File: config.mk
export PLATFORM = sky130hd
export DESIGN_NAME = t2brc_timer
export DESIGN_NICKNAME = d
export VERILOG_FILES = /design/src/rtl/t2brc_timer.v /design/src/rtl/t2brc_edge.v
export VERILOG_INCLUDE_DIRS = /design/src /design/src/rtl
export SDC_FILE = /design/constraint.sdc
export NUM_CORES = 1
export LEC_CHECK = 0
export BUFFER_PORTS_ARGS = -buffer_cell sky130_fd_sc_hd__buf_2
export CAP_MARGIN = 25
export CORE_ASPECT_RATIO = 2
export CORE_MARGIN = 4
export CORE_UTILIZATION = 61
export DETAILED_ROUTE_END_ITERATION = 8
export PLACE_DENSITY = 0.81
export SLEW_MARGIN = 20
export SYNTH_ARGS = -nofsm -noshare
export SYNTH_HDL_FRONTEND = slang
export SYNTH_SLANG_ARGS = --single-unit
File: constraint.sdc
create_clock -name i_clk -period 3.7 [get_ports i_clk]
set_input_delay 0.555 -clock i_clk [delete_from_list [all_inputs] [get_ports i_clk]]
set_output_delay 0.555 -clock i_clk [all_outputs]
set_load 0.05 [all_outputs]
File: src/rtl/t2brc_defines.vh
`ifndef T2BRC_DEFINES_VH
`define T2BRC_DEFINES_VH
// Register indices on the plain register port
`define T2BRC_ADDR_W     3
`define T2BRC_REG_CTRL   3'h0
`define T2BRC_REG_CNT_L  3'h1
`define T2BRC_REG_CNT_H  3'h2
`define T2BRC_REG_RLD_L  3'h3
`define T2BRC_REG_RLD_H  3'h4
`define T2BRC_REG_CFG    3'h5
// Control register bit positions
`define T2BRC_B_OVF      7
`define T2BRC_B_EXTF     6
`define T2BRC_B_RXSEL    5
`define T2BRC_B_TXSEL    4
`define T2BRC_B_EXTEN    3
`define T2BRC_B_RUN      2
`define T2BRC_B_TCSEL    1
`define T2BRC_B_CAPSEL   0
// Config register: bit 0 selects 6-clock mode
`define T2BRC_B_SIXCLK   0
// Reset values and counter maximum
`define T2BRC_CTRL_RST   8'h00
`define T2BRC_CNT_RST    16'h0000
`define T2BRC_MAX_CNT    16'hFFFF
// Prescale terminal counts, one less than the length in oscillator clocks
`define T2BRC_PRE_W      4
`define T2BRC_PRE_MC6    4'h5
`define T2BRC_PRE_MC12   4'hB
`define T2BRC_PRE_BR12   4'h1
`define T2BRC_PRE_BR6    4'h0
// Operating modes
`define T2BRC_MODE_OFF   2'h0
`define T2BRC_MODE_RLD   2'h1
`define T2BRC_MODE_CAP   2'h2
`define T2BRC_MODE_BAUD  2'h3
`endif

File: src/rtl/t2brc_timer.v
`timescale 1ns/1ps
`default_nettype none
`include "t2brc_defines.vh"
module t2brc_timer (
  input  wire                       i_clk,
  input  wire                       i_sys_rst,
  input  wire [`T2BRC_ADDR_W-1:0]   i_addr,
  input  wire [7:0]                 i_wdata,
  input  wire                       i_wr,
  input  wire                       i_rd,
  output reg  [7:0]                 o_rdata,
  input  wire                       i_ext_trigger_pin,
  input  wire                       i_ext_count_input,
  input  wire                       i_timer1_ovf,
  output reg                        o_tx_baud_tick,
  output reg                        o_rx_baud_tick,
  output reg                        o_irq_req
);
  reg  [7:0]               ctrl_ff;
  reg  [15:0]              count_ff;
  reg  [15:0]              reload_ff;
  reg                      six_clk_ff;
  reg  [`T2BRC_PRE_W-1:0]  pre_ff;
  reg  [7:0]               nxt_ctrl;
  reg  [15:0]              nxt_count;
  reg  [15:0]              nxt_reload;
  reg  [`T2BRC_PRE_W-1:0]  nxt_pre;
  reg  [`T2BRC_PRE_W-1:0]  pre_top;
  reg                      tick;
  reg                      roll;
  reg                      ovf_set;
  reg                      extf_set;
  wire                     trig_fall;
  wire                     cnt_fall;
  wire [1:0]               mode;

  // Decode the operating mode from the control bits
  function [1:0] mode_of;
    input [7:0] c;
    begin
      if (!c[`T2BRC_B_RUN]) begin
        mode_of = `T2BRC_MODE_OFF;
      end else if (c[`T2BRC_B_RXSEL] | c[`T2BRC_B_TXSEL]) begin
        mode_of = `T2BRC_MODE_BAUD;
      end else if (c[`T2BRC_B_CAPSEL]) begin
        mode_of = `T2BRC_MODE_CAP;
      end else begin
        mode_of = `T2BRC_MODE_RLD;
      end
    end
  endfunction

  assign mode = mode_of(ctrl_ff);

  t2brc_edge u_trig (
    .i_clk     (i_clk),
    .i_sys_rst (i_sys_rst),
    .i_pin     (i_ext_trigger_pin),
    .o_fall    (trig_fall)
  );

  t2brc_edge u_cnt (
    .i_clk     (i_clk),
    .i_sys_rst (i_sys_rst),
    .i_pin     (i_ext_count_input),
    .o_fall    (cnt_fall)
  );

  // Prescaler length per mode; baud mode runs faster than a machine cycle
  always @* begin
    if (mode == `T2BRC_MODE_BAUD) begin
      pre_top = six_clk_ff ? `T2BRC_PRE_BR6 : `T2BRC_PRE_BR12;
    end else begin
      pre_top = six_clk_ff ? `T2BRC_PRE_MC6 : `T2BRC_PRE_MC12;
    end
  end

  // Count tick source; a stopped timer freezes the prescaler too
  always @* begin
    nxt_pre = pre_ff;
    tick    = 1'b0;
    if (mode != `T2BRC_MODE_OFF) begin
      if (ctrl_ff[`T2BRC_B_TCSEL]) begin
        tick = cnt_fall;
      end else if (pre_ff >= pre_top) begin
        nxt_pre = {`T2BRC_PRE_W{1'b0}};
        tick    = 1'b1;
      end else begin
        nxt_pre = pre_ff + 1'b1;
      end
    end
  end

  // Counter, capture, reload and flag logic
  always @* begin
    nxt_ctrl   = ctrl_ff;
    nxt_count  = count_ff;
    nxt_reload = reload_ff;
    roll       = tick && (count_ff == `T2BRC_MAX_CNT);
    ovf_set    = 1'b0;
    extf_set   = 1'b0;
    // Software writes first, so hardware sets below win over a clear
    if (i_wr) begin
      case (i_addr)
        `T2BRC_REG_CTRL:  nxt_ctrl = i_wdata;
        `T2BRC_REG_CNT_L: nxt_count[7:0] = i_wdata;
        `T2BRC_REG_CNT_H: nxt_count[15:8] = i_wdata;
        `T2BRC_REG_RLD_L: nxt_reload[7:0] = i_wdata;
        `T2BRC_REG_RLD_H: nxt_reload[15:8] = i_wdata;
        default: ;
      endcase
    end
    if (tick) begin
      nxt_count = count_ff + 1'b1;
    end
    case (mode)
      `T2BRC_MODE_RLD: begin
        if (roll) begin
          nxt_count = reload_ff;
          ovf_set   = 1'b1;
        end
        if (ctrl_ff[`T2BRC_B_EXTEN] && trig_fall) begin
          nxt_count = reload_ff;
          extf_set  = 1'b1;
        end
      end
      `T2BRC_MODE_CAP: begin
        if (roll) begin
          ovf_set = 1'b1;
        end
        if (ctrl_ff[`T2BRC_B_EXTEN] && trig_fall) begin
          nxt_reload = count_ff;
          extf_set   = 1'b1;
        end
      end
      `T2BRC_MODE_BAUD: begin
        if (roll) begin
          nxt_count = reload_ff;
        end
        // Pin edge only flags here; overflow flag untouched by rollover
        if (ctrl_ff[`T2BRC_B_EXTEN] && trig_fall) begin
          extf_set = 1'b1;
        end
      end
      default: ;
    endcase
    // Without the enable the trigger pin has no effect at all
    if (ovf_set) begin
      nxt_ctrl[`T2BRC_B_OVF] = 1'b1;
    end
    if (extf_set) begin
      nxt_ctrl[`T2BRC_B_EXTF] = 1'b1;
    end
  end

  // State registers
  always @(posedge i_clk or posedge i_sys_rst) begin
    if (i_sys_rst) begin
      ctrl_ff    <= `T2BRC_CTRL_RST;
      count_ff   <= `T2BRC_CNT_RST;
      reload_ff  <= `T2BRC_CNT_RST;
      six_clk_ff <= 1'b0;
      pre_ff     <= {`T2BRC_PRE_W{1'b0}};
    end else begin
      ctrl_ff   <= nxt_ctrl;
      count_ff  <= nxt_count;
      reload_ff <= nxt_reload;
      pre_ff    <= nxt_pre;
      if (i_wr && i_addr == `T2BRC_REG_CFG) begin
        six_clk_ff <= i_wdata[`T2BRC_B_SIXCLK];
      end
    end
  end

  // Baud ticks to the serial port; the UART divides by 16 for the
  // final rate, giving fosc/(n*(65536-reload)) overall
  always @(posedge i_clk or posedge i_sys_rst) begin
    if (i_sys_rst) begin
      o_tx_baud_tick <= 1'b0;
      o_rx_baud_tick <= 1'b0;
    end else begin
      o_tx_baud_tick <= ctrl_ff[`T2BRC_B_TXSEL] ?
                        (roll && mode == `T2BRC_MODE_BAUD) : i_timer1_ovf;
      o_rx_baud_tick <= ctrl_ff[`T2BRC_B_RXSEL] ?
                        (roll && mode == `T2BRC_MODE_BAUD) : i_timer1_ovf;
    end
  end

  // Flag level to the interrupt system, registered
  always @(posedge i_clk or posedge i_sys_rst) begin
    if (i_sys_rst) begin
      o_irq_req <= 1'b0;
    end else begin
      o_irq_req <= nxt_ctrl[`T2BRC_B_OVF] | nxt_ctrl[`T2BRC_B_EXTF];
    end
  end

  // Read data one cycle after the strobe; unmapped reads zero
  always @(posedge i_clk or posedge i_sys_rst) begin
    if (i_sys_rst) begin
      o_rdata <= 8'h00;
    end else if (i_rd) begin
      case (i_addr)
        `T2BRC_REG_CTRL:  o_rdata <= ctrl_ff;
        `T2BRC_REG_CNT_L: o_rdata <= count_ff[7:0];
        `T2BRC_REG_CNT_H: o_rdata <= count_ff[15:8];
        `T2BRC_REG_RLD_L: o_rdata <= reload_ff[7:0];
        `T2BRC_REG_RLD_H: o_rdata <= reload_ff[15:8];
        `T2BRC_REG_CFG:   o_rdata <= {7'h00, six_clk_ff};
        default:          o_rdata <= 8'h00;
      endcase
    end else begin
      o_rdata <= 8'h00;
    end
  end
endmodule
`default_nettype wire

File: src/rtl/t2brc_edge.v
`timescale 1ns/1ps
`default_nettype none
// Falling-edge detector on a pin taken as synchronous to the clock
module t2brc_edge (
  input  wire i_clk,
  input  wire i_sys_rst,
  input  wire i_pin,
  output wire o_fall
);
  reg pin_d_ff;

  // Pin idles high, so the first sample does not fake an edge
  always @(posedge i_clk or posedge i_sys_rst) begin
    if (i_sys_rst) begin
      pin_d_ff <= 1'b1;
    end else begin
      pin_d_ff <= i_pin;
    end
  end

  assign o_fall = pin_d_ff & ~i_pin;
endmodule
`default_nettype wire

==> Word-level counts from Yosys, hierarchy flattened <==
Index checks and enable logic that the tools add are counted.
{ "totals": {"regBits": 58, "inputBits": 18, "out_inout_bits": 11, "word_cells": 75} }
{ "op_classes": {"addsub": 2, "magnitude_cmp": 1, "eq_ne": 9, "mux": 34, "bitwise": 7, "n_reduce_logical": 10} }
{ "op_table": {"columns": ["cell", "n"], "rows": [
  ["16-bit 2-to-1 mux", 7],
  ["8-bit 2-to-1 mux", 7],
  ["8-bit case mux with 6 select lines", 1],
  ["16-bit case mux with 2 select lines", 1],
  ["16-bit by 1-bit adder with 16-bit output (second input constant)", 1],
  ["16-bit equality test (second input constant)", 1],
  ["1-bit 2-to-1 mux", 12],
  ["4-bit 2-to-1 mux", 3],
  ["3-bit by 2-bit equality test with 1-bit output (second input constant)", 2],
  ["3-bit equality test (second input constant)", 2],
  ["2-bit 2-to-1 mux", 3],
  ["4-bit by 1-bit adder with 4-bit output (second input constant)", 1],
  ["2-bit equality test (second input constant)", 2],
  ["4-bit >= comparator", 1],
  ["1-bit logical AND", 4],
  ["2-bit AND reduction", 2],
  ["3-bit by 1-bit equality test with 1-bit output (second input constant)", 1],
  ["3-bit logical NOT", 1],
  ["1-bit inverter", 3],
  ["3-bit OR reduction", 1],
  ["1-bit AND", 2],
  ["2-bit by 1-bit equality test with 1-bit output (second input constant)", 1],
  ["1-bit bitwise OR", 2],
  ["2-bit nonzero test", 1],
  ["2-bit OR reduction", 1]
]} }

==> Logic depth before layout (Yosys ltp) <==
Gate-level depths: netlist of run 1.
{ "logic_depth": {"depth_word": 14, "mapped_depth": 12, "mapped_depth_nobuf": 11} }

==> Modules after synthesis <==
A second synthesis of run 1 with hierarchy kept.
{ "hier_totals": {"hier_cells": 409, "hier_area_um2": 3857.4} }
{ "by_module_without_submodules": {"columns": ["mod", "n_inst", "cells_per_inst", "area_per_inst_um2", "seq_area_each_um2"], "rows": [
  ["t2brc_timer", 1, 403, 3769.9, 1401.3],
  ["t2brc_edge", 2, 3, 43.8, 26.3]
]} }

==> Worst setup path after synthesis of run 1 <==
Ideal clock, no wire load.
{ "synth_timing": {"path_type": "register to register", "start": "reg ctrl_ff[4]", "end": "reg count_ff[2]", "setup_ns": 0.133, "arrival_ns": 2.862, "t_required_ns": 3.567, "setup_slack_ns": 0.705, "stages_incl_launch_ff": 12, "path_buffers": 1, "synth_period_minus_slack_ns": 2.995, "path_cell_list": "dfrtp_1 -> o31ai_1 -> inv_1 -> ha_1 -> or2_2 -> ha_1 -> and2_4 -> buf_6 -> a21o_4 -> or4_1 -> o31ai_1 -> o22ai_1"} }
{ "synth_between": {"elab_chain_cells": 13, "word_cells_on_any_way": 16, "cone_classes": "1 x order compare; 2 x eq/ne; 10 x mux; 1 x bitwise; 2 x reduce/logical"} }
{ "synth_rtl": {"columns": ["item", "line", "source"], "rows": [
  ["start: declaration", "t2brc_timer.v:19", "reg [7:0] ctrl_ff;"],
  ["start signal: assignment", "t2brc_timer.v:159", "ctrl_ff <= `T2BRC_CTRL_RST;"],
  ["start signal: assignment", "t2brc_timer.v:165", "ctrl_ff <= nxt_ctrl;"],
  ["1-bit bitwise OR (*)", "t2brc_timer.v:43", "end else if (c[`T2BRC_B_RXSEL] | c[`T2BRC_B_TXSEL]) begin"],
  ["2-bit 2-to-1 mux (*)", "t2brc_timer.v:43", null],
  ["2-bit 2-to-1 mux (*)", "t2brc_timer.v:41", "if (!c[`T2BRC_B_RUN]) begin"],
  ["2-bit equality test", "t2brc_timer.v:116", "case (mode)"],
  ["4-bit 2-to-1 mux", "t2brc_timer.v:71", "if (mode == `T2BRC_MODE_BAUD) begin"],
  ["4-bit >= comparator", "t2brc_timer.v:85", "end else if (pre_ff >= pre_top) begin"],
  ["1-bit 2-to-1 mux", "t2brc_timer.v:85", null],
  ["1-bit 2-to-1 mux", "t2brc_timer.v:83", "if (ctrl_ff[`T2BRC_B_TCSEL]) begin"],
  ["1-bit 2-to-1 mux", "t2brc_timer.v:82", "if (mode != `T2BRC_MODE_OFF) begin"],
  ["16-bit 2-to-1 mux / 1-bit logical AND (equally long branches)", "t2brc_timer.v:113, t2brc_timer.v:99", null],
  ["16-bit 2-to-1 mux", "t2brc_timer.v:118, t2brc_timer.v:137", null],
  ["16-bit 2-to-1 mux", "t2brc_timer.v:122", "if (ctrl_ff[`T2BRC_B_EXTEN] && trig_fall) begin"],
  ["16-bit case mux with 2 select lines (*)", "t2brc_timer.v:116", null],
  ["named net nxt_count[2]", "t2brc_timer.v:25", "reg [15:0] nxt_count;"],
  ["end signal: assignment", "t2brc_timer.v:160", "count_ff <= `T2BRC_CNT_RST;"],
  ["end signal: assignment", "t2brc_timer.v:166", "count_ff <= nxt_count;"],
  ["end: declaration", "t2brc_timer.v:20", "reg [15:0] count_ff;"]
]} }
The timed path passes the listed nets; every way through them passes the cells marked *.
A chain may end at the register's enable or synchronous reset.

==> Final worst setup path of run 1 <==
{ "layout_timing": {"start": "reg ctrl_ff[4]", "end": "reg count_ff[6]"} }
Same word-level chain as after synthesis.

==> results of run 1 <==
[cell usage after synthesis (6+ instances only)]
cell | count | share of area [%]
dfrtp_1 | 56 | 36
nor2_1 | 38 | 3.6
nand2_1 | 37 | 3.5
mux2i_1 | 33 | 8.4
a21oi_1 | 28 | 3.6
nand3_1 | 24 | 3.1
o21ai_0 | 18 | 2.3
ha_1 | 10 | 3.2
inv_1 | 10 | 0.95
and3_1 | 9 | 1.4
buf_2 | 8 | 1.0
a31oi_1 | 7 | 1.1
nor3_1 | 7 | 0.89
o22ai_1 | 7 | 1.1
a211oi_1 | 6 | 1.1
clkbuf_1 | 6 | 0.57
mux2_2 | 6 | 1.7
o21ai_1 | 6 | 0.76
[kinds of logic after synthesis]
kind of cell	Yosys count
AND/OR/NAND/NOR	157
adder cells (fa/ha/maj)	10
flip-flops	58
XOR/XNOR	2
AO/OA/AOI/OAI	127
buffers and inverters	40
multiplexers	39
[critical path, stage by stage, from the launching register on]
cell,delay (ns)
dfrtp_1,0.43
o31ai_1,0.46
inv_1,0.12
ha_1,0.28
or2_2,0.32
ha_1,0.28
nand2_1,0.08
o21ai_4,0.31
a21o_4,0.37
a41oi_4,0.30
o221ai_1,0.29
nand2_1,0.08
[cell usage in the layout, fill, tap and decap left out, types with 10 or more instances in the layout]
master,n
a21oi_1,28
ha_1,10
dfrtp_1,56
buf_2,28
nand2_1,37
mux2i_1,33
nand3_1,24
o21ai_0,18
buf_4,10
nor2_1,38
[power by group]
| part | internal (mW) | leakage [nW] | switching, mW | total [mW] |
|---|---|---|---|---|
| sequential | 0.850 | 0.714 | 0.328 | 1.18 |
| combinational | 0.483 | 1.10 | 0.698 | 1.18 |
| clock | 0.594 | 0.154 | 0.297 | 0.891 |
[per-layer routing]
layer	up-vias	track usage [%]	wire length [microns]
met5	-	0	0
met4	0	23.84	787
met3	66	7.011	898
met2	205	59.08	6611
met1	1796	35.44	4451
li1	1664	-	-
[layout make-up]
cell class	count	share of cell area, %
inverters	12	1.016
well taps	86	2.428
repair buffers	38	4.856
clock buffers	13	6.324
multi-input cells	335	51.55
flip-flops and latches	58	32.81
clock inverters	3	1.016
[stage by stage]
stage                     hold slack (ns)  cell area (sq um)  std cells  power (mW)
after CTS                          0.2773               4390        541       3.190
after floorplan                    0.4800               3935        433       2.008
after global placement             0.5218               4065        525       2.256
final                              0.2613               4432        545       3.251
after detailed placement           0.5329               4065        525       2.300
after global routing               0.3069               4432        545       3.418
[state kept, by name, indices dropped and copies added, names as in the netlist, 4 cells and up]
name	flops
ctrl_ff	8
count_ff	16
pre_ff	4
o_rdata	8
reload_ff	16
[timing repair]
action,CTS,global route
hold endpoints to repair,0,0
buffers inserted,0,4
endpoints found under the setup margin,0,11
gates resized for setup,0,1
[how the worst min path moves through the flow]
stage                                startpoint                    end  slack [ns]  depth (start not counted)
after global placement     ctrl_ff[6]$_DFF_PP0_   ctrl_ff[6]$_DFF_PP0_        0.52                          2
after detailed placement   ctrl_ff[6]$_DFF_PP0_   ctrl_ff[6]$_DFF_PP0_        0.53                          2
final                                 i_sys_rst   o_rdata[5]$_DFF_PP0_        0.26                          2
after CTS                             i_sys_rst   o_rdata[4]$_DFF_PP0_        0.28                          2
after floorplan           pre_ff[3]$_DFFE_PP0P_  pre_ff[3]$_DFFE_PP0P_        0.48                          1
after global routing                  i_sys_rst   o_rdata[2]$_DFF_PP0_        0.31                          2
==> flow_summary_export.csv, run 1 <==
group,metric,value,unit
status,status,"complete, no violations",
cells_and_area,antennaDiodeCount,0,
drt,drcViolationCount,0,
setup_path,r2r_slack,0.25,ns
clocking,root_buffer,"clkbuf_16",
floorplanning,fp.dieH,121.6,microns
logic_synthesis,yosys.area_share.simple,20.22,%
setup_path,path_max_fanout,25,
timing,timing.setup.tns,0,ns
logic_synthesis,yosys_most_used_dff,"dfrtp_1",
logic_synthesis,async_flop_share,100.0,%
logic_synthesis,syn-num-nets,461,
logic_synthesis,synth_compound_area_share,23.50,%
logic_synthesis,yosysSeqAreaShare,36.95,%
timing,post-route-period-util,93.19,%
global_route,grt.overflow.total,0,
logic_synthesis,synthesis.area,3935,sq um
pwr,power_density,733.5,nW/um^2
clocking,cts_tree,"done",
setup_path,critical_path_class,"reg2reg",
global_route,grt_max_degree,34,
floorplanning,io_pins,29,
logic_synthesis,synthAdderAreaFrac,3.180,%
timing,fmax,0.2900,GHz
placed_design,dp_hpwl,9212,microns
setup_path,required,3.92,ns
cells_and_area,fillers,525,
timing,hold_viol_final,0,
floorplanning,fp.dieArea,7877,sq um
cells_and_area,drive_above_1_share,18.95,%
floorplanning,start_util,62.36,%
global_route,grtUsageTotal,33.94,%
timing,rsz0062_at_grt,"no",
setup_path,regToRegEndpoint,"count_ff[6]$_DFF_PP0_",
timing,relSlewSlack,53.61,%
clocking,clock_latency,0.34,ns
pwr,leakagePower,1.971,nW
logic_synthesis,synthXorXnorAreaFrac,0.4452,%
drt,routed_wl,12750,microns
placed_design,gp_congestion,1.006,
drt,viasPerCell,6.846,
global_route,grt_pass1_wl,19550,microns
setup_path,endpoint,"count_ff[6]$_DFF_PP0_",
clocking,path_clk_slew,0.05,ns
cells_and_area,multi_input_area,2285,sq um
placed_design,place_ws,0.1161,ns
floorplanning,rows,41,
drt,antenna_left,0,
setup_path,reg2reg_depth,11,
logic_synthesis,ys_types,76,
clocking,htreeDepth,3,
drt,drt-initial-drc-count,367,
setup_path,cp.arrival,3.67,ns
setup_path,end_kind,"flop",
timing,fin_skew,0.002547,ns
clocking,clock_sink_count,58,
timing,slew_viol_final,0,
floorplanning,placeableCoreArea,6310,sq um
drt,wl_per_cell,23.39,microns
drt,num_vias,3731,
floorplanning,die_w,64.79,microns
clocking,cts_max_path_buffers,2,
timing,finalWorstSetupSlack,0.2521,ns
placed_design,port_buffers,28,
logic_synthesis,ys_ff_latch,58,
run,drv_cap,0,
global_route,grt_pass1_vias,3746,
min_path,hold_class,"in2async",
setup_path,rr_startpoint,"ctrl_ff[4]$_DFFE_PP0P_",
cells_and_area,regArea,1454,sq um
logic_synthesis,synth-edff-count,0,
timing,setup_viol,0,
drt,firstDrtPassIters,5,
logic_synthesis,muxShareOfSynthArea,10.11,%
cells_and_area,area_growth,12.62,%
logic_synthesis,synthCells,433,
timing,tightestPinTransition,0.6940,ns
logic_synthesis,avgSynthCellArea,9.088,sq um
cells_and_area,nets,482,
cells_and_area,utilization,70.24,%
global_route,antenna_found_initial,0,
timing,finalCriticalPeriod,3.448,ns
pwr,irDropWorstVdd,0.4853,mV
setup_path,cp-start-kind,"flop",
clocking,cts_buffers,9,
logic_synthesis,yosysWarnings,0,
logic_synthesis,synth_top_family_by_area,"compound AO/OA/AOI/OAI gates",
clocking,postCtsHoldBufs,0,
setup_path,cp-startpoint,"ctrl_ff[4]$_DFFE_PP0P_",
No activity file was read; power rests on OpenSTA's default activity.
==> inputs of run 2 (changes only) <==
Settings changed: CORE_UTILIZATION 61 to 30, PLACE_DENSITY 0.81 to not set.
==> run 2 against run 1 <==
Utilization is 35 points lower. Highest routed layer unchanged. Clock-buffer cell count is 1 higher. Critical endpoint unchanged. Flip-flop and latch count stayed put. Total power is 0.72% higher. Global-route usage is 14 points lower. Combinational power is 6% higher. Clock power is 2.5% lower. Largest cell class unchanged. Final cell count is 13% higher. Via count is 2.4% lower. Fmax is 0.28% lower. Sequential power hardly changed. Worst setup slack worse by 0.0097 ns.
==> flow_summary_export.csv, run 2 (synthesized netlist as in run 1, its figures left out) <==
group,metric,value,unit
run,drv_cap,0,
setup_path,required,3.97,ns
cells_and_area,utilization,35.10,%
clocking,cts_max_path_buffers,2,
setup_path,path_cells,"o31ai_2, inv_1, ha_1, or2_2, ha_1, a21oi_1, o21ai_4, a21o_4, a41oi_2, buf_4, o221ai_1, nand2_1",
setup_path,critical_path_class,"reg2reg",
floorplanning,fp.dieH,170.0,microns
drt,drt-initial-drc-count,200,
setup_path,worst-path-stages,12,
min_path,hold_class,"in2reg",
floorplanning,start_util,30.46,%
clocking,cts_tree,"done",
pwr,switchingPower,1.339,mW
timing,tightestPinTransition,0.7085,ns
clocking,htreeDepth,3,
timing,slew_viol_final,0,
setup_path,end_kind,"flop",
cells_and_area,final_common_cell,"dfrtp_1",
clocking,clock_sink_count,58,
pwr,power_density,722.0,nW/um^2
pwr,irDropWorstVdd,0.3099,mV
clocking,cts_buffers,9,
drt,antenna_left,0,
pwr,leakagePower,1.994,nW
setup_path,max_stage_delay,0.47,ns
global_route,grt_pass1_vias,3715,
setup_path,regToRegEndpoint,"count_ff[6]$_DFF_PP0_",
floorplanning,placeableCoreArea,12920,sq um
timing,setup_viol,0,
placed_design,gp_congestion,0.9417,
min_path,hold_start,"i_ext_count_input",
setup_path,crit_slowest_cell,"a41oi_2",
drt,drcViolationCount,0,
setup_path,r2r_slack,0.24,ns
setup_path,cp.arrival,3.73,ns
timing,relSlewSlack,52.70,%
timing,finalCriticalPeriod,3.458,ns
clocking,clock_latency,0.33,ns
floorplanning,io_pins,29,
pwr,p_int,1.935,mW
cells_and_area,drive_above_1_share,19.44,%
drt,viasPerCell,5.924,
cells_and_area,nets,486,
placed_design,port_buffers,28,
setup_path,cpLargestDelayFamily,"compound AO/OA/AOI/OAI gates",
pwr,sw_frac_of_total,40.90,%
status,status,"complete, no violations",
placed_design,dp_hpwl,11070,microns
floorplanning,fp.dieArea,15120,sq um
pwr,combPwrFrac,38.2,%
clocking,postCtsHoldBufs,0,
min_path,min_path_cells,1,
setup_path,path_max_fanout,13,
pwr,clockPowerShare,26.5,%
drt,num_vias,3643,
setup_path,cpMostUsedCell,"ha_1",
drt,wl_per_cell,23.87,microns
global_route,grt_pass1_wl,22090,microns
timing,hold_viol_final,0,
setup_path,rr_startpoint,"ctrl_ff[4]$_DFFE_PP0P_",
global_route,grtUsageTotal,20.07,%
drt,routed_wl,14680,microns
clocking,root_buffer,"clkbuf_16",
cells_and_area,reg_top3,"count_ff: 16 flops, reload_ff: 16 flops",
cells_and_area,most-common-layout-cells,"56 x dfrtp_1, 38 x nor2_1, 37 x nand2_1",
pwr,p_seq_share,35.3,%
timing,rsz0062_at_grt,"no",
global_route,grt.overflow.total,0,
setup_path,cp-start-kind,"flop",
min_path,min_to,"u_cnt.pin_d_ff$_DFF_PP1_",
timing,post-route-period-util,93.45,%
timing,timing.setup.tns,0,ns
timing,fmax,0.2892,GHz
setup_path,reg2reg_depth,12,
cells_and_area,area_growth,15.23,%
global_route,antenna_found_initial,0,
floorplanning,die_w,88.99,microns
drt,firstDrtPassIters,4,
clocking,path_clk_slew,0.05,ns
setup_path,path_buf_inv,2,
cells_and_area,antennaDiodeCount,0,
floorplanning,rows,59,
global_route,grt_max_degree,34,
timing,fin_skew,0.007528,ns
## run 2: cell type report
| cell class | count | area, sq um |
|---|---|---|
| Fill cell | 1301 | 8384 |
| Multi-Input combinational cell | 335 | 2278 |
| Sequential cell | 58 | 1454 |
| Clock buffer | 14 | 274.0 |
| Timing Repair Buffer | 42 | 257.7 |
| Tap cell | 152 | 190.2 |
| Inverter | 12 | 45.04 |
| Clock inverter | 2 | 35.03 |
## run 2: timing repair
action                     4_1_cts  5_1_grt
hold endpoints to repair         0        0
buffers inserted                 0        4
setup endpoints to repair        0        4
gates resized for setup          0        1
## run 2: worst max-delay path by stage
stage / slack, ns / end / startpoint
floorplan: 0.71 / count_ff[2]$_DFF_PP0_ / ctrl_ff[4]$_DFFE_PP0P_
global placement: 0.32 / count_ff[6]$_DFF_PP0_ / ctrl_ff[4]$_DFFE_PP0P_
detailed placement: 0.23 / count_ff[4]$_DFF_PP0_ / ctrl_ff[4]$_DFFE_PP0P_
CTS: 0.19 / count_ff[4]$_DFF_PP0_ / ctrl_ff[4]$_DFFE_PP0P_
global route: 0.01 / count_ff[6]$_DFF_PP0_ / ctrl_ff[4]$_DFFE_PP0P_
finish: 0.24 / count_ff[6]$_DFF_PP0_ / ctrl_ff[4]$_DFFE_PP0P_
## run 2: routing by layer
metal	share of wire [%]	GRT usage [%]	vias to the layer above
met5	0	0	-
met4	7.6	14.65	0
met3	2.9	2.665	44
met2	56	36.93	108
met1	33	19.45	1832
li1	-	-	1659
## run 2: power groups by stage
| stage | combinational, mW | clock [mW] | sequential, mW |
|---|---|---|---|
| floorplan | 0.944 | 0 | 1.06 |
| global placement | 1.18 | 0 | 1.15 |
| detailed placement | 1.20 | 0 | 1.16 |
| CTS | 1.21 | 0.883 | 1.15 |
| global route | 1.37 | 0.913 | 1.18 |
| finish | 1.25 | 0.869 | 1.16 |
## run 2: through the flow
| stage | total power, mW | setup slack, ns | instances | hold WS, ns | instance area, sq um |
|---|---|---|---|---|---|
| 2_1_floorplan | 2.008 | 0.7054 | 433 | 0.4800 | 3935 |
| 3_3_place_gp | 2.331 | 0.3214 | 595 | 0.5236 | 4178 |
| 3_5_place_dp | 2.362 | 0.2269 | 595 | 0.5431 | 4178 |
| 4_1_cts | 3.238 | 0.1904 | 611 | 0.3273 | 4487 |
| 5_1_grt | 3.463 | 0.01298 | 615 | 0.3274 | 4534 |
| 6_report | 3.274 | 0.2424 | 615 | 0.3336 | 4534 |
